<file path="config.mk">
export PLATFORM = sky130hd
export DESIGN_NAME = branch_compare_skip_exec
export DESIGN_NICKNAME = d
export VERILOG_FILES = /design/src/branch_pkg.sv /design/src/branch_compare_skip_exec.sv /design/src/return_stack_mem.sv
export SDC_FILE = /design/constraint.sdc
export NUM_CORES = 1
export LEC_CHECK = 0
export BUFFER_PORTS_ARGS = -buffer_cell sky130_fd_sc_hd__buf_4
export CORE_UTILIZATION = 30
export CTS_CLUSTER_SIZE = 24
export DETAILED_ROUTE_END_ITERATION = 8
export GPL_ROUTABILITY_DRIVEN = 0
export SYNTH_ARGS = -nofsm -noshare
export SYNTH_HDL_FRONTEND = slang
export SYNTH_SLANG_ARGS = --single-unit
</file>
<file path="constraint.sdc">
create_clock -name clk_in -period 6.4 [get_ports clk_in]
set_clock_uncertainty 0.2 [all_clocks]
set_input_delay 0.64 -clock clk_in [delete_from_list [all_inputs] [get_ports clk_in]]
set_output_delay 0.64 -clock clk_in [all_outputs]
set_load 0.01 [all_outputs]
</file>
<file path="src/branch_pkg.sv">
package branch_pkg;

  // ---------------------------------------------------------------
  // Widths and sizes
  // ---------------------------------------------------------------
  typedef logic [15:0] pc_t;
  typedef logic [7:0]  flags_t;
  typedef logic [2:0]  count_t;
  localparam int unsigned STACK_ADDR_W = 4;
  typedef logic [STACK_ADDR_W-1:0] stack_ptr_t;

  localparam pc_t    PC_RESET    = 16'h0000;
  localparam flags_t FLAGS_RESET = 8'h00;

  // ---------------------------------------------------------------
  // Status flag bit positions
  // ---------------------------------------------------------------
  localparam int unsigned FLAG_C = 0;
  localparam int unsigned FLAG_Z = 1;
  localparam int unsigned FLAG_N = 2;
  localparam int unsigned FLAG_V = 3;
  localparam int unsigned FLAG_S = 4;
  localparam int unsigned FLAG_H = 5;
  localparam int unsigned FLAG_I = 7;

  // ---------------------------------------------------------------
  // Opcode matching: an opcode matches when (word & mask) == code
  // ---------------------------------------------------------------
  localparam logic [15:0] MASK_K12      = 16'hf000;
  localparam logic [15:0] CODE_REL_JUMP = 16'hc000;
  localparam logic [15:0] CODE_REL_CALL = 16'hd000;
  localparam logic [15:0] MASK_FULL     = 16'hffff;
  localparam logic [15:0] CODE_PTR_JUMP = 16'h9409;
  localparam logic [15:0] CODE_PTR_CALL = 16'h9509;
  localparam logic [15:0] CODE_SUB_EXIT = 16'h9508;
  localparam logic [15:0] CODE_INT_EXIT = 16'h9518;
  localparam logic [15:0] MASK_ABS      = 16'hfe0e;
  localparam logic [15:0] CODE_ABS_JUMP = 16'h940c;
  localparam logic [15:0] CODE_ABS_CALL = 16'h940e;
  localparam logic [15:0] MASK_LDST     = 16'hfe0f;
  localparam logic [15:0] CODE_LD_DIR   = 16'h9000;
  localparam logic [15:0] CODE_ST_DIR   = 16'h9200;
  localparam logic [15:0] MASK_RR       = 16'hfc00;
  localparam logic [15:0] CODE_CMP_EQ   = 16'h1000;
  localparam logic [15:0] CODE_CMP      = 16'h1400;
  localparam logic [15:0] CODE_CMP_C    = 16'h0400;
  localparam logic [15:0] CODE_CMP_IMM  = 16'h3000;
  localparam logic [15:0] MASK_REG_BIT  = 16'hfe08;
  localparam logic [15:0] CODE_RBIT_CLR = 16'hfc00;
  localparam logic [15:0] CODE_RBIT_SET = 16'hfe00;
  localparam logic [15:0] MASK_IO_BIT   = 16'hff00;
  localparam logic [15:0] CODE_IBIT_CLR = 16'h9900;
  localparam logic [15:0] CODE_IBIT_SET = 16'h9b00;
  localparam logic [15:0] CODE_BR_SET   = 16'hf000;
  localparam logic [15:0] CODE_BR_CLR   = 16'hf400;

  // ---------------------------------------------------------------
  // Cycle counts
  // ---------------------------------------------------------------
  localparam count_t CYC_ONE        = 3'h1;
  localparam count_t CYC_REL_JUMP   = 3'h2;
  localparam count_t CYC_PTR_JUMP   = 3'h2;
  localparam count_t CYC_ABS_JUMP   = 3'h3;
  localparam count_t CYC_REL_CALL   = 3'h3;
  localparam count_t CYC_PTR_CALL   = 3'h3;
  localparam count_t CYC_ABS_CALL   = 3'h4;
  localparam count_t CYC_RETURN     = 3'h4;
  localparam count_t CYC_SKIP_ONE   = 3'h2;
  localparam count_t CYC_SKIP_TWO   = 3'h3;
  localparam count_t CYC_BR_TAKEN   = 3'h2;

  localparam pc_t PC_STEP_ONE = 16'h0001;
  localparam pc_t PC_STEP_TWO = 16'h0002;
  localparam pc_t PC_STEP_THR = 16'h0003;

endpackage

</file>
<file path="src/branch_compare_skip_exec.sv">
`timescale 1ns/1ps

// How it works
// - Relative jump: PC+k+1, two cycles, flags kept.
// - Absolute jump: PC from instruction, three cycles.
// - Relative call: PC+k+1, three cycles, flags kept.
// - Pointer call: PC from pointer, three cycles.
// - Absolute call: constant target, four cycles.
// - Subroutine exit: PC from stack, four cycles.
// - Equal compare bypass skips next when equal.
// - Register compare sets Z N V C H.
// - Compare with borrow subtracts carry too.
// - Immediate compare subtracts constant, sets flags.
// - Register bit test bypasses next instruction.
// - I/O bit test bypasses next instruction.
// - Interrupt exit pops PC, sets interrupt enable.
// - Flag branch: 1 cycle untaken, 2 taken.
module branch_compare_skip_exec (
  input  wire logic        clk_in,
  input  wire logic        reset_in,
  input  wire logic        start_in,
  input  wire logic [15:0] instr_in,
  input  wire logic [15:0] instr2_in,
  input  wire logic [15:0] next_word_in,
  input  wire logic [7:0]  rd_value_in,
  input  wire logic [7:0]  rr_value_in,
  input  wire logic [7:0]  io_value_in,
  input  wire logic [15:0] pointer_in,
  output logic             ready_out,
  output logic             done_out,
  output logic [4:0]       rd_addr_out,
  output logic [4:0]       rr_addr_out,
  output logic [4:0]       io_addr_out,
  output logic [15:0]      pc_out,
  output logic [7:0]       status_flags_out
);

  // ---------------------------------------------------------------
  // Helpers
  // ---------------------------------------------------------------
  function automatic logic hit(input logic [15:0] w, input logic [15:0] m, input logic [15:0] c);
    hit = (w & m) == c;
  endfunction

  // Flags of d - r - cin; Z is chained for the borrow form so multi-byte compares work.
  function automatic logic [7:0] cmp_flags(input logic [7:0] f, input logic [7:0] d, input logic [7:0] r,
                                           input logic cin, input logic chain);
    logic [7:0] res;
    logic [7:0] o;
    res = d - r - {7'h00, cin};
    o = f;
    o[branch_pkg::FLAG_H] = (~d[3] & r[3]) | (r[3] & res[3]) | (res[3] & ~d[3]);
    o[branch_pkg::FLAG_C] = (~d[7] & r[7]) | (r[7] & res[7]) | (res[7] & ~d[7]);
    o[branch_pkg::FLAG_V] = (d[7] & ~r[7] & ~res[7]) | (~d[7] & r[7] & res[7]);
    o[branch_pkg::FLAG_N] = res[7];
    o[branch_pkg::FLAG_S] = res[7] ^ o[branch_pkg::FLAG_V];
    o[branch_pkg::FLAG_Z] = (res == 8'h00) & (~chain | f[branch_pkg::FLAG_Z]);
    cmp_flags = o;
  endfunction

  // ---------------------------------------------------------------
  // State
  // ---------------------------------------------------------------
  typedef enum logic [0:0] {
    ST_IDLE,
    ST_EXEC
  } exec_state_t;

  typedef struct packed {
    exec_state_t            state;
    branch_pkg::count_t     left;
    branch_pkg::pc_t        pc;
    branch_pkg::pc_t        target;
    branch_pkg::flags_t     flags;
    logic                   from_stack;
    logic                   set_int;
    branch_pkg::stack_ptr_t sp;
    logic                   done;
  } exec_t;

  exec_t s_q;
  exec_t s_d;

  logic                   push;
  branch_pkg::pc_t        push_val;
  branch_pkg::stack_ptr_t pop_addr;
  logic [15:0]            stack_top;

  // ---------------------------------------------------------------
  // Decode and execute
  // ---------------------------------------------------------------
  logic               next_two;
  logic               taken;
  logic               is_pop;
  branch_pkg::count_t cyc;
  branch_pkg::pc_t    tgt;
  branch_pkg::pc_t    rel12;
  branch_pkg::pc_t    rel7;

  always_comb begin
    s_d = s_q;
    s_d.done = 1'b0;
    push = 1'b0;
    push_val = s_q.pc + branch_pkg::PC_STEP_ONE;
    next_two = hit(next_word_in, branch_pkg::MASK_ABS, branch_pkg::CODE_ABS_JUMP)
             | hit(next_word_in, branch_pkg::MASK_ABS, branch_pkg::CODE_ABS_CALL)
             | hit(next_word_in, branch_pkg::MASK_LDST, branch_pkg::CODE_LD_DIR)
             | hit(next_word_in, branch_pkg::MASK_LDST, branch_pkg::CODE_ST_DIR);
    taken = 1'b0;
    is_pop = 1'b0;
    cyc = branch_pkg::CYC_ONE;
    tgt = s_q.pc + branch_pkg::PC_STEP_ONE;
    rel12 = s_q.pc + {{4{instr_in[11]}}, instr_in[11:0]} + branch_pkg::PC_STEP_ONE;
    rel7 = s_q.pc + {{9{instr_in[9]}}, instr_in[9:3]} + branch_pkg::PC_STEP_ONE;
    case (s_q.state)
      ST_IDLE: begin
        if (start_in) begin
          s_d.set_int = 1'b0;
          if (hit(instr_in, branch_pkg::MASK_K12, branch_pkg::CODE_REL_JUMP)) begin
            tgt = rel12;
            cyc = branch_pkg::CYC_REL_JUMP;
          end else if (hit(instr_in, branch_pkg::MASK_K12, branch_pkg::CODE_REL_CALL)) begin
            tgt = rel12;
            cyc = branch_pkg::CYC_REL_CALL;
            push = 1'b1;
          end else if (hit(instr_in, branch_pkg::MASK_FULL, branch_pkg::CODE_PTR_JUMP)) begin
            tgt = pointer_in;
            cyc = branch_pkg::CYC_PTR_JUMP;
          end else if (hit(instr_in, branch_pkg::MASK_FULL, branch_pkg::CODE_PTR_CALL)) begin
            tgt = pointer_in;
            cyc = branch_pkg::CYC_PTR_CALL;
            push = 1'b1;
          end else if (hit(instr_in, branch_pkg::MASK_ABS, branch_pkg::CODE_ABS_JUMP)) begin
            tgt = instr2_in;
            cyc = branch_pkg::CYC_ABS_JUMP;
          end else if (hit(instr_in, branch_pkg::MASK_ABS, branch_pkg::CODE_ABS_CALL)) begin
            tgt = instr2_in;
            cyc = branch_pkg::CYC_ABS_CALL;
            push = 1'b1;
            push_val = s_q.pc + branch_pkg::PC_STEP_TWO;
          end else if (hit(instr_in, branch_pkg::MASK_FULL, branch_pkg::CODE_SUB_EXIT)) begin
            is_pop = 1'b1;
            cyc = branch_pkg::CYC_RETURN;
          end else if (hit(instr_in, branch_pkg::MASK_FULL, branch_pkg::CODE_INT_EXIT)) begin
            is_pop = 1'b1;
            s_d.set_int = 1'b1;
            cyc = branch_pkg::CYC_RETURN;
          end else if (hit(instr_in, branch_pkg::MASK_RR, branch_pkg::CODE_CMP_EQ)) begin
            taken = rd_value_in == rr_value_in;
          end else if (hit(instr_in, branch_pkg::MASK_RR, branch_pkg::CODE_CMP)) begin
            s_d.flags = cmp_flags(s_q.flags, rd_value_in, rr_value_in, 1'b0, 1'b0);
          end else if (hit(instr_in, branch_pkg::MASK_RR, branch_pkg::CODE_CMP_C)) begin
            s_d.flags = cmp_flags(s_q.flags, rd_value_in, rr_value_in, s_q.flags[branch_pkg::FLAG_C], 1'b1);
          end else if (hit(instr_in, branch_pkg::MASK_K12, branch_pkg::CODE_CMP_IMM)) begin
            s_d.flags = cmp_flags(s_q.flags, rd_value_in, {instr_in[11:8], instr_in[3:0]}, 1'b0, 1'b0);
          end else if (hit(instr_in, branch_pkg::MASK_REG_BIT, branch_pkg::CODE_RBIT_CLR)) begin
            taken = ~rd_value_in[instr_in[2:0]];
          end else if (hit(instr_in, branch_pkg::MASK_REG_BIT, branch_pkg::CODE_RBIT_SET)) begin
            taken = rd_value_in[instr_in[2:0]];
          end else if (hit(instr_in, branch_pkg::MASK_IO_BIT, branch_pkg::CODE_IBIT_CLR)) begin
            taken = ~io_value_in[instr_in[2:0]];
          end else if (hit(instr_in, branch_pkg::MASK_IO_BIT, branch_pkg::CODE_IBIT_SET)) begin
            taken = io_value_in[instr_in[2:0]];
          end else if (hit(instr_in, branch_pkg::MASK_RR, branch_pkg::CODE_BR_SET)
                       || hit(instr_in, branch_pkg::MASK_RR, branch_pkg::CODE_BR_CLR)) begin
            if (s_q.flags[instr_in[2:0]] == ~instr_in[10]) begin
              tgt = rel7;
              cyc = branch_pkg::CYC_BR_TAKEN;
            end
          end
          // Every skip form shares the same step, sized by the bypassed instruction.
          if (taken) begin
            tgt = s_q.pc + (next_two ? branch_pkg::PC_STEP_THR : branch_pkg::PC_STEP_TWO);
            cyc = next_two ? branch_pkg::CYC_SKIP_TWO : branch_pkg::CYC_SKIP_ONE;
          end
          if (push) begin
            s_d.sp = s_q.sp + 1'b1;
          end
          if (is_pop) begin
            s_d.sp = s_q.sp - 1'b1;
          end
          s_d.from_stack = is_pop;
          if (cyc == branch_pkg::CYC_ONE) begin
            s_d.pc = tgt;
            s_d.done = 1'b1;
          end else begin
            s_d.target = tgt;
            s_d.left = cyc - branch_pkg::CYC_ONE;
            s_d.state = ST_EXEC;
          end
        end
      end
      ST_EXEC: begin
        s_d.left = s_q.left - branch_pkg::CYC_ONE;
        if (s_q.left == branch_pkg::CYC_ONE) begin
          // The stack word is read one cycle late, so it is only taken at the final edge.
          s_d.pc = s_q.from_stack ? stack_top : s_q.target;
          if (s_q.set_int) begin
            s_d.flags[branch_pkg::FLAG_I] = 1'b1;
          end
          s_d.done = 1'b1;
          s_d.state = ST_IDLE;
        end
      end
      default: begin
        s_d.state = ST_IDLE;
      end
    endcase
  end

  always_ff @(posedge clk_in) begin
    if (reset_in) begin
      s_q <= '{state: ST_IDLE, left: '0, pc: branch_pkg::PC_RESET, target: branch_pkg::PC_RESET,
               flags: branch_pkg::FLAGS_RESET, from_stack: 1'b0, set_int: 1'b0, sp: '0, done: 1'b0};
    end else begin
      s_q <= s_d;
    end
  end

  // ---------------------------------------------------------------
  // Return stack
  // ---------------------------------------------------------------
  // The pointer wraps after sixteen nested calls; deeper nesting overwrites the oldest entry.
  assign pop_addr = s_q.sp - 1'b1;

  return_stack_mem u_stack (
    .clk_in        (clk_in),
    .reset_in      (reset_in),
    .write_en_in   (push),
    .write_addr_in (s_q.sp),
    .write_data_in (push_val),
    .read_addr_in  (s_q.state == ST_IDLE ? pop_addr : s_q.sp),
    .read_data_out (stack_top)
  );

  assign ready_out        = s_q.state == ST_IDLE;
  assign done_out         = s_q.done;
  assign pc_out           = s_q.pc;
  assign status_flags_out = s_q.flags;
  assign rd_addr_out      = hit(instr_in, branch_pkg::MASK_K12, branch_pkg::CODE_CMP_IMM) ?
                            {1'b1, instr_in[7:4]} : instr_in[8:4];
  assign rr_addr_out      = {instr_in[9], instr_in[3:0]};
  assign io_addr_out      = instr_in[7:3];

endmodule

</file>
<file path="src/return_stack_mem.sv">
`timescale 1ns/1ps

module return_stack_mem (
  input  wire logic                   clk_in,
  input  wire logic                   reset_in,
  input  wire logic                   write_en_in,
  input  wire branch_pkg::stack_ptr_t write_addr_in,
  input  wire branch_pkg::pc_t        write_data_in,
  input  wire branch_pkg::stack_ptr_t read_addr_in,
  output logic [15:0]                 read_data_out
);

  // ---------------------------------------------------------------
  // State
  // ---------------------------------------------------------------
  typedef struct packed {
    logic [15:0][15:0] words;
    logic [15:0]       rdata;
  } mem_state_t;

  mem_state_t s_q;
  mem_state_t s_d;

  always_comb begin
    s_d = s_q;
    s_d.rdata = s_q.words[read_addr_in];
    if (write_en_in) begin
      s_d.words[write_addr_in] = write_data_in;
    end
  end

  // Contents are not cleared by reset; only the read register is.
  always_ff @(posedge clk_in) begin
    s_q.words <= s_d.words;
    if (reset_in) begin
      s_q.rdata <= branch_pkg::PC_RESET;
    end else begin
      s_q.rdata <= s_d.rdata;
    end
  end

  assign read_data_out = s_q.rdata;

endmodule

</file>
# Yosys cells after proc, flatten, opt, wreduce, memory -nomap -nowiden
# Index checks and enable logic that the tools add are counted.
[totals]
ff_bits = 322
input_bits = 91
out_inout_bits = 41
word_cells = 293
[classes]
n_addsub = 14
n_reduce_logical = 14
n_lt_le_gt_ge = 4
bitwise = 67
n_eq_ne = 31
n_mux = 136
[ops]
columns = ["operator", "count"]
rows = [
  ["$mux W16", 33],
  ["$bwmux W256", 1],
  ["$mux W6", 12],
  ["$bmux W16 S4", 1],
  ["$demux W16 S4", 1],
  ["$eq A16 B16 Y1 const B", 4],
  ["$mux W1", 55],
  ["$mux W51", 1],
  ["$add A16 B1 Y16 const B", 3],
  ["$eq A10 B10 Y1 const B", 4],
  ["$pmux W20 S2", 1],
  ["$mux W3", 11],
  ["$add A16 B16 Y16", 2],
  ["$eq A8 B8 Y1 const B", 4],
  ["$and A1 B1 Y1", 25],
  ["$logic_not A8 Y1", 3],
  ["$eq A11 B11 Y1 const B", 2],
  ["$not A1 Y1", 21],
  ["$mux W2", 10],
  ["$or A1 B1 Y1", 18],
  ["$add A16 B2 Y16", 1],
  ["$add A16 B2 Y16 const B", 1],
  ["$mux W4", 4],
  ["$sub A8 B8 Y8", 2],
  ["28 further kinds", 46],
]

# Depth between registers and ports, before layout
# Gate-level depths: netlist (run 1).
[logic_depth]
ltp_word = 28
mapped_depth = 17
ltp_nobuf = 16

# By module
# Synthesis (run 1) repeated with hierarchy kept, for this count alone.
[hier_totals]
cells_unflattened = 1503
area_unflattened_um2 = 17425.5
[modules_own_cells]
columns = ["mod", "seq_area_each_um2", "area_each_um2", "cells_each", "instances"]
rows = [
  ["return_stack_mem", 8007.7, 10486.3, 575, 1],
  ["branch_compare_skip_exec", 1001.0, 6939.2, 928, 1],
]

# Worst setup path after synthesis (run 1)
# OpenSTA, ideal clock, no wires.
[synth_timing]
path_type = "in2reg"
from = "input instr_in[0]"
to = "register s_q, in the netlist pc_out[13]"
path_slack_ns = 1.816
path_buffers = 4
path_stages = 16
setup_ns = 0.132
required_time_ns = 6.068
t_arrival_ns = 4.252
cell_sequence = "buf_6 -> mux4_2 -> mux2i_1 -> xnor2_1 -> a22o_1 -> or2_1 -> buf_2 -> buf_2 -> nor4_1 -> ha_1 -> inv_1 -> a2111oi_2 -> nor2_1 -> clkbuf_1 -> a221oi_1 -> a21oi_1"
[synth_between]
elab_chain_len = 27
word_cells_on_any_way = 79
classes_between = "add/sub (2); eq/ne (7); mux (67); bitwise (2); reduce/logical (1)"
[synth_rtl]
columns = ["element", "line", "text"]
rows = [
  ["start: declaration", "branch_compare_skip_exec.sv:22", "input wire logic [15:0] instr_in,"],
  ["$bmux W1 S3", "branch_compare_skip_exec.sv:166", "if (s_q.flags[instr_in[2:0]] == ~instr_in[10]) begin"],
  ["$mux W1 (not written as such)", "branch_compare_skip_exec.sv:166", ""],
  ["$eq A1 B1 Y1", "branch_compare_skip_exec.sv:166", ""],
  ["$mux W2", "branch_compare_skip_exec.sv:166", ""],
  ["$mux W2", "branch_compare_skip_exec.sv:164", "end else if (hit(instr_in, branch_pkg::MASK_RR, branch_pkg::CODE_BR_SET)"],
  ["$mux W2", "branch_compare_skip_exec.sv:162", "end else if (hit(instr_in, branch_pkg::MASK_IO_BIT, branch_pkg::CODE_IBIT_SET)) begin"],
  ["$mux W2", "branch_compare_skip_exec.sv:160", "end else if (hit(instr_in, branch_pkg::MASK_IO_BIT, branch_pkg::CODE_IBIT_CLR)) begin"],
  ["$mux W2", "branch_compare_skip_exec.sv:158", "end else if (hit(instr_in, branch_pkg::MASK_REG_BIT, branch_pkg::CODE_RBIT_SET)) begin"],
  ["[11 not listed]", "--", ""],
  ["$mux W3", "branch_compare_skip_exec.sv:122", "end else if (hit(instr_in, branch_pkg::MASK_K12, branch_pkg::CODE_REL_CALL)) begin"],
  ["$mux W3", "branch_compare_skip_exec.sv:119", "if (hit(instr_in, branch_pkg::MASK_K12, branch_pkg::CODE_REL_JUMP)) begin"],
  ["$mux W3", "branch_compare_skip_exec.sv:172", "if (taken) begin"],
  ["$mux W3", "branch_compare_skip_exec.sv:117", "if (start_in) begin"],
  ["$mux W3", "branch_compare_skip_exec.sv:115", "case (s_q.state)"],
  ["$eq A3 B1 Y1", "branch_compare_skip_exec.sv:183", "if (cyc == branch_pkg::CYC_ONE) begin"],
  ["$ne A2 B1 Y1 (no line)", "--", ""],
  ["$reduce_and A3 Y1 (no line)", "--", ""],
  ["end signal: assignment", "branch_compare_skip_exec.sv:213", "s_q <= '{state: ST_IDLE, left: '0, pc: branch_pkg::PC_RESET, target: branch_pkg::PC_RESET,"],
  ["end: declaration", "branch_compare_skip_exec.sv:81", "exec_t s_q;"],
]
# Parallel ways exist; a longest one is shown, timed or not. The select of a mux whose other input is x is not followed.
# A chain may end at the register's enable or synchronous reset.

# Worst setup path in the final report (run 1)
[layout_timing]
from = "input instr_in[1]"
to = "register s_q, in the netlist pc_out[9]"
# Same word-level chain as after synthesis.

==> metrics, run 1 <==
final hold vios=0; Worst path most repeated cell=buf_4; leading post-synthesis cells by cell area=edfxtp_1 44%, mux4_2 9.0%, dfxtp_1 7.6%; kind of end point of the critical path=register; ys async rst share=0%; crit path DAT=4.75 ns; Final setup violation count=0; crit-path cells=buf_4 > mux4_2 > mux2i_1 > xnor2_1 > a22o_1 > or2_1 > nor4_1 > ha_1 > inv_1 > a2111oi_2 > buf_4 > nor2_1 > buf_4 > a211oi_1 > a21oi_1 > a211oi_1; worst skew pair latency=0.51 ns; status=complete, no violations; Synth cell types=90; post-synthesis sequential area ratio=52.0%; gr ovfl total=0; cell accounting for the most synthesized area=edfxtp_1; Worst VDD drop=0.162 mV; Num Clock Sinks=322; RSZ-0062 raised after global routing=no; Initial Utilization=30.5%; first-pass iteration count of the detailed router=5; Pwr Density=253 mW/mm²; met1 usage=21.2%; depth of the CTS H-tree=2; CP delay by family, top=simple AND/OR/NAND/NOR gates; CTS buffer count=34; Syn Nets=1557; Worst Path Required=6.62 ns; met3 GRT Util=1.98%; DP Cell Count=2192; Slew @ Worst Pin=1.32 ns; Core Footprint=0.0567 mm²; Avg Synthesized Cell Area=12.4 µm²; CP max stage delay=0.59 ns; crit path max fanout=19; design area=0.0200 mm²; vias in the first global route=12000; MaxCap Viol Count=0; io pins=132; relative max-transition margin=11.5%; vias per cell=5.28; GR Util met2=27.0%; cells after synthesis=1393; Post-DP Area=0.0189 mm²; clk root buf=clkbuf_16; CTS tree=done; max-slew violation count=0; Top FF cell, synth=edfxtp_1; Ys Warns=0; area grow syn2layout=15.7%; Crit-path slowest cell=nor4_1; setup TNS=0 ns; largest net degree at the start of global routing=64; final wirelength=47000 µm; hold_buf cts=0; Highest Clock Rate=0.221 GHz; period utilisation layout=70.8%; Synth top area share=44.4%; Hold Crit Class=register to register; post-DR wirelength/cell=20.8 µm; via count=11900; # DRC=0; Max clock buf depth=3; initial antenna violation count=1; Total GRT Usage=15.9%; # rows=87; input/output buffers=125; Final Worst Setup Slack=1.87 ns; post-cts resize count=0; busiest layer in global routing=met2; Starting DRT DRC Count=1078; minimum clock period=4.53 ns; Final nets=1637; Total Power=5.06 mW; final std cells w/o fill=2254; Die Ht=242 µm; post-synthesis cell area=0.0173 mm²; DPL Wire Length=31400 µm; worst path bufs/invs=4; Die ar.=0.0587 mm²; antenna viol nets, final=0; CP Class=input port to register; Die X=242 µm; layout cell share with drive strength beyond 1=21.5%; first-pass GRT wire length=72200 µm; pre-CTS setup slack=1.39 ns; Synth Register Bits=322; EDFF count, synth=256; LEAKAGE=7.04 nW; type of origin of the critical path=input port; Post-CTS Repair Setup Buffers=0; Reg clk slew, reported paths=0.06 ns
-- cell type report --
cell class	count	area, µm²
timing repair buffer	157	1200
fill	5478	36700
clock buffer	44	910
sequential	322	9010
antenna	1	2.50
inverter	42	158
tap	756	946
clock inverter	16	183
multi-input combinational	916	7620
-- power breakdown --
| part | internal (mW) | switching, mW |
|---|---|---|
| clock network | 1.17 | 0.782 |
| registers | 2.30 | 0.0446 |
| logic | 0.337 | 0.426 |
-- stage by stage --
step / hold WS [ns] / utilization [%]
after detailed placement: 0.246 / 33.4
final: 0.259 / 35.3
after CTS: 0.254 / 35.3
after global routing: 0.281 / 35.3
after global placement: 0.239 / 33.4
after floorplan: 0.226 / -
-- worst paths after layout --
kind                     endpoint  slack [ns]   startpoint  depth (start not counted)
setup / recovery        pc_out[9]        1.87  instr_in[1]                         16
hold / removal            s_q[16]        0.26      s_q[16]                          2
setup reg to reg  u_stack.s_q[88]        2.07      s_q[50]                          7
hold reg to reg           s_q[16]        0.26      s_q[16]                          2
-- Yosys cell counts (10+ instances only) --
cell / instances
o22ai_1: 10
mux2i_1: 36
nor2b_1: 25
a211oi_1: 46
nor2_1: 104
o21ai_0: 31
a21oi_1: 61
buf_2: 15
nor4_1: 11
xor2_1: 30
dfxtp_1: 66
a31oi_1: 13
edfxtp_1: 256
o21ai_1: 15
a21o_1: 17
ha_1: 64
buf_4: 41
inv_1: 41
nand3_1: 26
xnor2_1: 51
or3_1: 11
nand2_1: 72
nor3_1: 36
nand2b_1: 10
o211ai_1: 15
nand4_1: 17
clkbuf_1: 51
mux4_2: 69
-- tightest hold or removal path, cell delays in order (launching register included) --
cell and delay [ns]:
dfxtp_1 0.31, nand2_1 0.05, o21ai_1 0.06
-- layout by cell type (no fill, tap or decap), drive strengths merged, types with 11 or more instances in the layout --
cell / count
or3: 11
nand3: 26
a21o: 17
nor2b: 25
nand2: 74
edfxtp: 256
xnor2: 51
nor2: 106
a21oi: 61
mux4: 69
mux2i: 36
xor2: 31
buf: 157
nand4: 17
clkbuf: 44
o211ai: 15
nor3: 38
ha: 64
a31oi: 14
nor4: 14
a211oi: 48
o21ai: 46
inv: 42
dfxtp: 66
-- flip-flops by register name, indices dropped and copies added, names as in the netlist --
signal                 count
s_q                       26
done_out                   1
status_flags_out           7
pc_out                    16
u_stack.s_q              256
u_stack.read_data_out     16
-- metal layers --
layer,up-vias,share of wire [%]
met5,-,0
met4,0,2.2
met3,69,5.8
met2,435,48
met1,5913,44
li1,5490,-
-- logic make-up (layout without fill, tap and decap cells) --
logic type                 after synthesis  after routing  synth area share [%]
buffers and inverters                  155            259                  4.40
xor gates and xnor gates                82             82                  4.19
muxes                                  114            114                  11.6
and+or+nand+nor                        360            360                  10.6
DFF                                    322            322                  52.0
other                                    1              2                0.0217
AOI/OAI and AO/OA                      286            286                  11.5
adders and majority gates               73             73                  5.67
No activity file was read; power rests on OpenSTA's default activity.
==> run 2: changes to the inputs <==
==> constraint.sdc (replaced) <==
create_clock -name clk_in -period 4.2 [get_ports clk_in]
set_clock_uncertainty 0.2 [all_clocks]
set_input_delay 0.42 -clock clk_in [delete_from_list [all_inputs] [get_ports clk_in]]
set_output_delay 0.42 -clock clk_in [all_outputs]
set_load 0.01 [all_outputs]
==> run 2 against run 1 <==
Sequential power increased by 51%. Core utilization increased by 0.36 points. Via count increased by 0.51%. First-iteration DRC count decreased by 30%. Die area unchanged. Combinational power increased by 60%. Clock-buffer cell count decreased by 1. Global-route usage decreased by 0.49 points. Flip-flop and latch count unchanged.
==> metrics, run 2 (synthesis gave the netlist of run 1 again) <==
RSZ-0062 raised after global routing=no (unchanged); post-DR wirelength/cell=19.9 µm (was 20.8 µm); relative max-transition margin=14.1% (was 11.5%); Worst Path Required=4.42 ns (was 6.62 ns); Final nets=1673 (was 1637); type of origin of the critical path=input port (unchanged); CTS buffer count=34 (unchanged); input/output buffers=125 (unchanged); final std cells w/o fill=2288 (was 2254); layout cell share with drive strength beyond 1=23.0% (was 21.5%); Initial Utilization=30.5% (unchanged); CP max stage delay=0.50 ns (was 0.59 ns); # DRC=0 (unchanged); antenna viol nets, final=0 (unchanged); CTS tree=done (unchanged); setup TNS=0 ns (unchanged); Max clock buf depth=3 (unchanged); first-pass iteration count of the detailed router=5 (unchanged); DP Cell Count=2229 (was 2192); Crit-path slowest cell=mux4_2 (was nor4_1); Slew @ Worst Pin=1.28 ns (was 1.32 ns); Die ar.=0.0587 mm² (unchanged); Final Worst Setup Slack=0.640 ns (was 1.87 ns); Num Clock Sinks=322 (unchanged); vias in the first global route=12100 (was 12000); LEAKAGE=7.20 nW (was 7.04 nW); worst skew pair latency=0.51 ns (about the same); first-pass GRT wire length=71100 µm (was 72200 µm); diode count=0 (was 1); Die Ht=242 µm (unchanged); post-cts resize count=0 (unchanged); gr ovfl total=0 (unchanged); Final setup violation count=0 (unchanged); Top Registers=u_stack.s_q x256, s_q x26 (unchanged); Biggest register=u_stack.s_q (unchanged); crit path DAT=3.78 ns (was 4.75 ns); CP Class=input port to register (unchanged); Post-CTS Repair Setup Buffers=0 (unchanged); max reg flops=256 (unchanged); status=complete, no violations (unchanged); Pwr Density=375 mW/mm² (was 253 mW/mm²); Core Footprint=0.0567 mm² (unchanged); vias per cell=5.23 (was 5.28); largest net degree at the start of global routing=65 (was 64); crit-path cells=buf_4 > mux4_2 > mux2i_1 > xnor2_1 > a22o_1 > or2_1 > nor4_1 > ha_1 > inv_1 > a2111oi_4 > nor2_1 > buf_4 > a211oi_1 > a21oi_1 > a211oi_1 (was buf_4 > mux4_2 > mux2i_1 > xnor2_1 > a22o_1 > or2_1 > nor4_1 > ha_1 > inv_1 > a2111oi_2 > buf_4 > nor2_1 > buf_4 > a211oi_1 > a21oi_1 > a211oi_1); via count=12000 (was 11900); max-slew violation count=0 (unchanged); minimum clock period=3.56 ns; DPL Wire Length=32200 µm (was 31400 µm); final wirelength=45600 µm (was 47000 µm); most frequent cells in the layout=256 x edfxtp_1, 191 x buf_4, 103 x nor2_1 (was 256 x edfxtp_1, 155 x buf_4, 95 x nor2_1); initial antenna violation count=0 (was 1); area grow syn2layout=16.9% (was 15.7%); period utilisation layout=84.8%; most common cell after layout, fill and taps aside=edfxtp_1 (unchanged); Reg clk slew, reported paths=0.06 ns (about the same); crit path max fanout=15 (was 19); kind of end point of the critical path=register (unchanged); pre-CTS setup slack=0.103 ns (was 1.39 ns); Total GRT Usage=15.4% (was 15.9%); io pins=132 (unchanged); final hold vios=0 (unchanged); Hold Crit Class=input port to register (was register to register); depth of the CTS H-tree=2 (unchanged); Worst VDD drop=0.211 mV (was 0.162 mV); MaxCap Viol Count=0 (unchanged); Highest Clock Rate=0.281 GHz; hold_buf cts=0 (unchanged); # rows=87 (unchanged); Starting DRT DRC Count=753 (was 1078); clk root buf=clkbuf_16 (unchanged); Die X=242 µm (unchanged)
-- run 2: worst paths after layout --
path	from	end	slack (ns)	cells after the start
setup / recovery	instr_in[1]	pc_out[12]	0.64	15
setup reg to reg	status_flags_out[0]	pc_out[12]	0.67	13
hold reg to reg	s_q[16]	s_q[16]	0.26	2
hold / removal	instr_in[4]	s_q[5]	0.11	3
-- run 2: routing by layer --
metal,vias to the layer above,track usage (%),share of wire [%]
met5,-,0,0
met4,0,4.23,2.2
met3,74,1.92,4.3
met2,367,26.5,49
met1,5977,20.3,45
li1,5550,-,-
-- run 2: area by class of cell --
| cell class | count | area [µm²] |
|---|---|---|
| well taps | 756 | 946 |
| fillers | 5459 | 36500 |
| repair buffers | 193 | 1470 |
| flip-flops and latches | 322 | 9010 |
| multi-input cells | 916 | 7620 |
| clock inverters | 16 | 111 |
| clock buffers | 43 | 926 |
| inverters | 42 | 158 |
-- run 2: through the flow --
stage	power [mW]	instance area [µm²]	util, %	hold WS (ns)
floorplan	4.44	17300	-	0.226
global placement	4.82	19200	33.9	0.240
detailed placement	4.84	19200	33.9	0.248
CTS	7.66	20200	35.7	0.0887
global route	7.88	20200	35.7	0.127
finish	7.59	20200	35.7	0.109
-- run 2: worst max-delay path, delay by kind of cell --
family / cells / cell delay (ns)
compound gates: 5 / 0.98
simple gates: 3 / 0.83
mux: 2 / 0.70
buf+inv: 3 / 0.46
fa+ha+maj: 1 / 0.31
xor+xnor: 1 / 0.09
-- run 2: where the power goes --
part           leakage (nW)  internal (mW)  switching [mW]
clock network         0.503           1.62            1.19
registers              2.90           3.51          0.0515
logic                  3.80          0.533           0.683
total                  7.20           5.67            1.92
==> run 3: changes to the inputs <==
--- a/config.mk
+++ b/config.mk
@@ -5,6 +5,7 @@
 export SDC_FILE = /design/constraint.sdc
 export NUM_CORES = 1
 export LEC_CHECK = 0
+export ABC_AREA = 1
 export BUFFER_PORTS_ARGS = -buffer_cell sky130_fd_sc_hd__buf_4
 export CORE_UTILIZATION = 30
 export CTS_CLUSTER_SIZE = 24
==> constraint.sdc (replaced) <==
create_clock -name clk_in -period 3.2 [get_ports clk_in]
set_clock_uncertainty 0.2 [all_clocks]
set_input_delay 0.32 -clock clk_in [delete_from_list [all_inputs] [get_ports clk_in]]
set_output_delay 0.32 -clock clk_in [all_outputs]
set_load 0.01 [all_outputs]
==> run 3 against run 2 <==
Worst hold slack worse by 0.014 ns. Final area rose by 5.9%. Final cell count up 30%. Synthesized area up 4.1%. Via count up 28%. Routed wire length grew 18%. Setup slack worse by 0.39 ns. Die area increased by 4.0%. Largest power group unchanged.
==> metrics, run 3 <==
status=complete, no violations (unchanged); # DRC=0 (unchanged); Highest Clock Rate=0.339 GHz; worst setup path start=pc_out[4] (was instr_in[1]); Setup crit end=s_q[21] (was pc_out[12]); via count=15300 (was 12000); vias per cell=5.14 (was 5.23); Pint=7.64 mW (was 5.67 mW); Starting DRT DRC Count=1355 (was 753); largest net degree at the start of global routing=89 (was 65); LEAKAGE=8.49 nW (was 7.20 nW); cell with the most instances after synthesis=nand2_1 (was edfxtp_1); io pins=132 (unchanged); kind of end point of the critical path=register (unchanged); relative max-transition margin=52.9% (was 14.1%); leading post-synthesis cells by cell area=edfxtp_1 43%, dfxtp_1 7.3%, nand2_1 6.6% (was edfxtp_1 44%, mux4_2 9.0%, dfxtp_1 7.6%); Worst Path Required=3.40 ns (was 4.42 ns); Synth cell types=51 (was 90); DP Cell Count=2914 (was 2229); type of origin of the critical path=register (was input port); Final setup violation count=0 (unchanged); cells after synthesis=2032 (was 1393); area grow syn2layout=18.9% (was 16.9%); vias in the first global route=14800 (was 12100); final hold vios=0 (unchanged); layout cell share with drive strength beyond 1=16.1% (was 23.0%); MaxCap Viol Count=0 (unchanged); initial antenna violation count=1 (was 0); CP Class=register to register (was input port to register); Total GRT Usage=17.4% (was 15.4%); Synth Area in XOR/XNOR=3.16% (was 4.19%); post-synthesis mux area share=0.111% (was 11.6%); Final nets=2343 (was 1673); depth of the CTS H-tree=2 (unchanged); Synth top area share=42.7% (was 44.4%); fillers=5877 (was 5459); most common cell after layout, fill and taps aside=nand2_1 (was edfxtp_1); Critical R2R Launch=pc_out[4] (was status_flags_out[0]); Num Clock Sinks=322 (unchanged); Top FF cell, synth=edfxtp_1 (unchanged); final wirelength=54000 µm (was 45600 µm); R2R cell count=14 (was 13); DPL Wire Length=37100 µm (was 32200 µm); # rows=89 (was 87); Util after Layout=36.2% (was 35.7%); Pwr Density=499 mW/mm² (was 375 mW/mm²); crit path DAT=3.15 ns (was 3.78 ns); Reg clk slew, reported paths=0.06 ns (about the same); CTS buffer count=34 (unchanged); sequential power share=44.7% (was 46.9%); Synth Register Bits=322 (unchanged); Avg Synthesized Cell Area=8.87 µm² (was 12.4 µm²); adder-cell share of the synthesized area=5.44% (was 5.67%); Syn Nets=2196 (was 1557); first-pass GRT wire length=82300 µm (was 71100 µm); Total Power=10.7 mW (was 7.59 mW); clk root buf=clkbuf_16 (unchanged); ys async rst share=0% (unchanged); Max clock buf depth=3 (unchanged); pre-CTS setup slack=-0.0256 ns (was 0.103 ns); post-synthesis cell area=0.0180 mm² (was 0.0173 mm²); Sw Ratio=28.5% (was 25.3%); Worst VDD drop=0.341 mV (was 0.211 mV); hold depth=7 (was 3); Ys Warns=0 (unchanged); cell accounting for the most synthesized area=edfxtp_1 (unchanged); post-synthesis sequential area ratio=50.0% (was 52.0%); Net Sw Power=3.05 mW (was 1.92 mW); diode count=0 (unchanged); minimum clock period=2.95 ns; most frequent cells in the layout=318 x nand2_1, 256 x edfxtp_1, 241 x nor2_1 (was 256 x edfxtp_1, 191 x buf_4, 103 x nor2_1); Die X=247 µm (was 242 µm); antenna viol nets, final=0 (unchanged); first-pass iteration count of the detailed router=6 (was 5); main combinational cell family by area after synthesis=simple AND/OR/NAND/NOR gates (was multiplexers); Top Registers=u_stack.s_q x256, s_q x26 (unchanged); Synth Area in Compound Gates=16.3% (was 11.5%); post-DR wirelength/cell=18.1 µm (was 19.9 µm); CTS tree=done (unchanged); gr ovfl total=0 (unchanged); synth cell count leaders=319 x nand2_1, 257 x nor2_1, 256 x edfxtp_1, 232 x o21ai_0, 163 x inv_1 (was 256 x edfxtp_1, 104 x nor2_1, 72 x nand2_1, 69 x mux4_2, 66 x dfxtp_1); Core Footprint=0.0591 mm² (was 0.0567 mm²); clock power share=35.7% (was 37.0%); Initial Utilization=30.5% (about the same); crit path max fanout=9 (was 15); final std cells w/o fill=2978 (was 2288); Final Worst Setup Slack=0.252 ns (was 0.640 ns); RSZ-0062 raised after global routing=no (unchanged); Combinational Power Share=19.6% (was 16.0%); Synth Area in Simple Gates=17.5% (was 10.6%); max-slew violation count=0 (unchanged); r2r setup slk=0.25 ns (was 0.67 ns); Biggest register=u_stack.s_q (unchanged); max reg flops=256 (unchanged); Die ar.=0.0610 mm² (was 0.0587 mm²); setup TNS=0 ns (unchanged); EDFF count, synth=256 (unchanged); Hold Crit Class=input port to register (unchanged); Slew @ Worst Pin=0.705 ns (was 1.28 ns); period utilisation layout=92.1%; worst skew pair latency=0.52 ns (was 0.51 ns); reg-to-reg endpoint=s_q[21] (was pc_out[12]); Die Ht=247 µm (was 242 µm); input/output buffers=125 (unchanged)
run 3: cell types whose count changed in the layout (fill, tap and decap cells not counted), moves of 69 or more:
| cell | delta |
|---|---|
| mux4_2 | -69 |
| a21oi_1 | +93 |
| nand2_1 | +246 |
| inv_1 | +121 |
| o21ai_0 | +199 |
| nor2_1 | +138 |
run 3: timing repair:
action	CTS	global route
hold buffers	2	0
endpoints found under the hold margin	12	0
setup buffers	0	0
setup endpoints to repair	0	1
gates resized for setup	0	1
run 3: layout make-up:
type                    instances  area (µm²)  share of cell area (%)
clock buffers                  44         960                    4.48
clock inverters                18         143                   0.666
inverters                     185         697                    3.25
multi-input cells            1403        7720                    36.0
flip-flops and latches        322        9010                    42.0
well taps                     773         967                    4.51
repair buffers                233        1930                    9.00
run 3: per-stage QoR:
| stage | cell area (µm²) | hold slack [ns] |
|---|---|---|
| global placement | 20300 | 0.258 |
| global route | 21400 | 0.142 |
| floorplan | 18000 | 0.239 |
| detailed placement | 20300 | 0.258 |
| CTS | 21400 | 0.0782 |
| finish | 21400 | 0.0958 |
run 3: how the worst min path moves through the flow:
stage,start,endpoint
4_1_cts,rr_value_in[7],status_flags_out[0]
5_1_grt,pointer_in[12],s_q[27]
6_report,pointer_in[13],s_q[28]
2_1_floorplan,s_q[5],status_flags_out[7]
3_3_place_gp,s_q[5],status_flags_out[7]
3_5_place_dp,s_q[5],status_flags_out[7]
run 3: kinds of logic after synthesis:
family / Yosys count
flip-flops: 322
XOR/XNOR: 65
multiplexers: 2
buffers and inverters: 307
other: 1
AND/OR/NAND/NOR: 745
AO/OA/AOI/OAI: 517
adder cells (fa/ha/maj): 73
run 3: worst max-delay path: stages, from the launching register on:
cell and delay (ns):
dfxtp_1 0.65, ha_1 0.38, nand2_1 0.13, o21ai_0 0.13
nor2_1 0.25, xor2_1 0.21, nor2_1 0.05, o21ai_0 0.15
o211ai_1 0.14, nand2_1 0.10, nand2_1 0.05, nand2_1 0.10
nand2_1 0.10, o21ai_0 0.15, inv_1 0.05
run 3: power groups by stage:
stage | clock network (mW) | registers (mW) | logic (mW)
floorplan | 0 | 4.82 | 1.32
global placement | 0 | 4.86 | 2.03
detailed placement | 0 | 4.86 | 2.07
CTS | 3.88 | 4.77 | 2.08
global route | 4.03 | 4.78 | 2.33
finish | 3.82 | 4.77 | 2.10
run 3: metal layers:
metal / track usage [%] / part of all wire, % / up-vias
li1: - / - / 7315
met1: 23.1 / 44 / 7308
met2: 29.2 / 47 / 590
met3: 2.34 / 6.7 / 95
met4: 5.61 / 2.6 / 0
met5: 0 / 0 / -
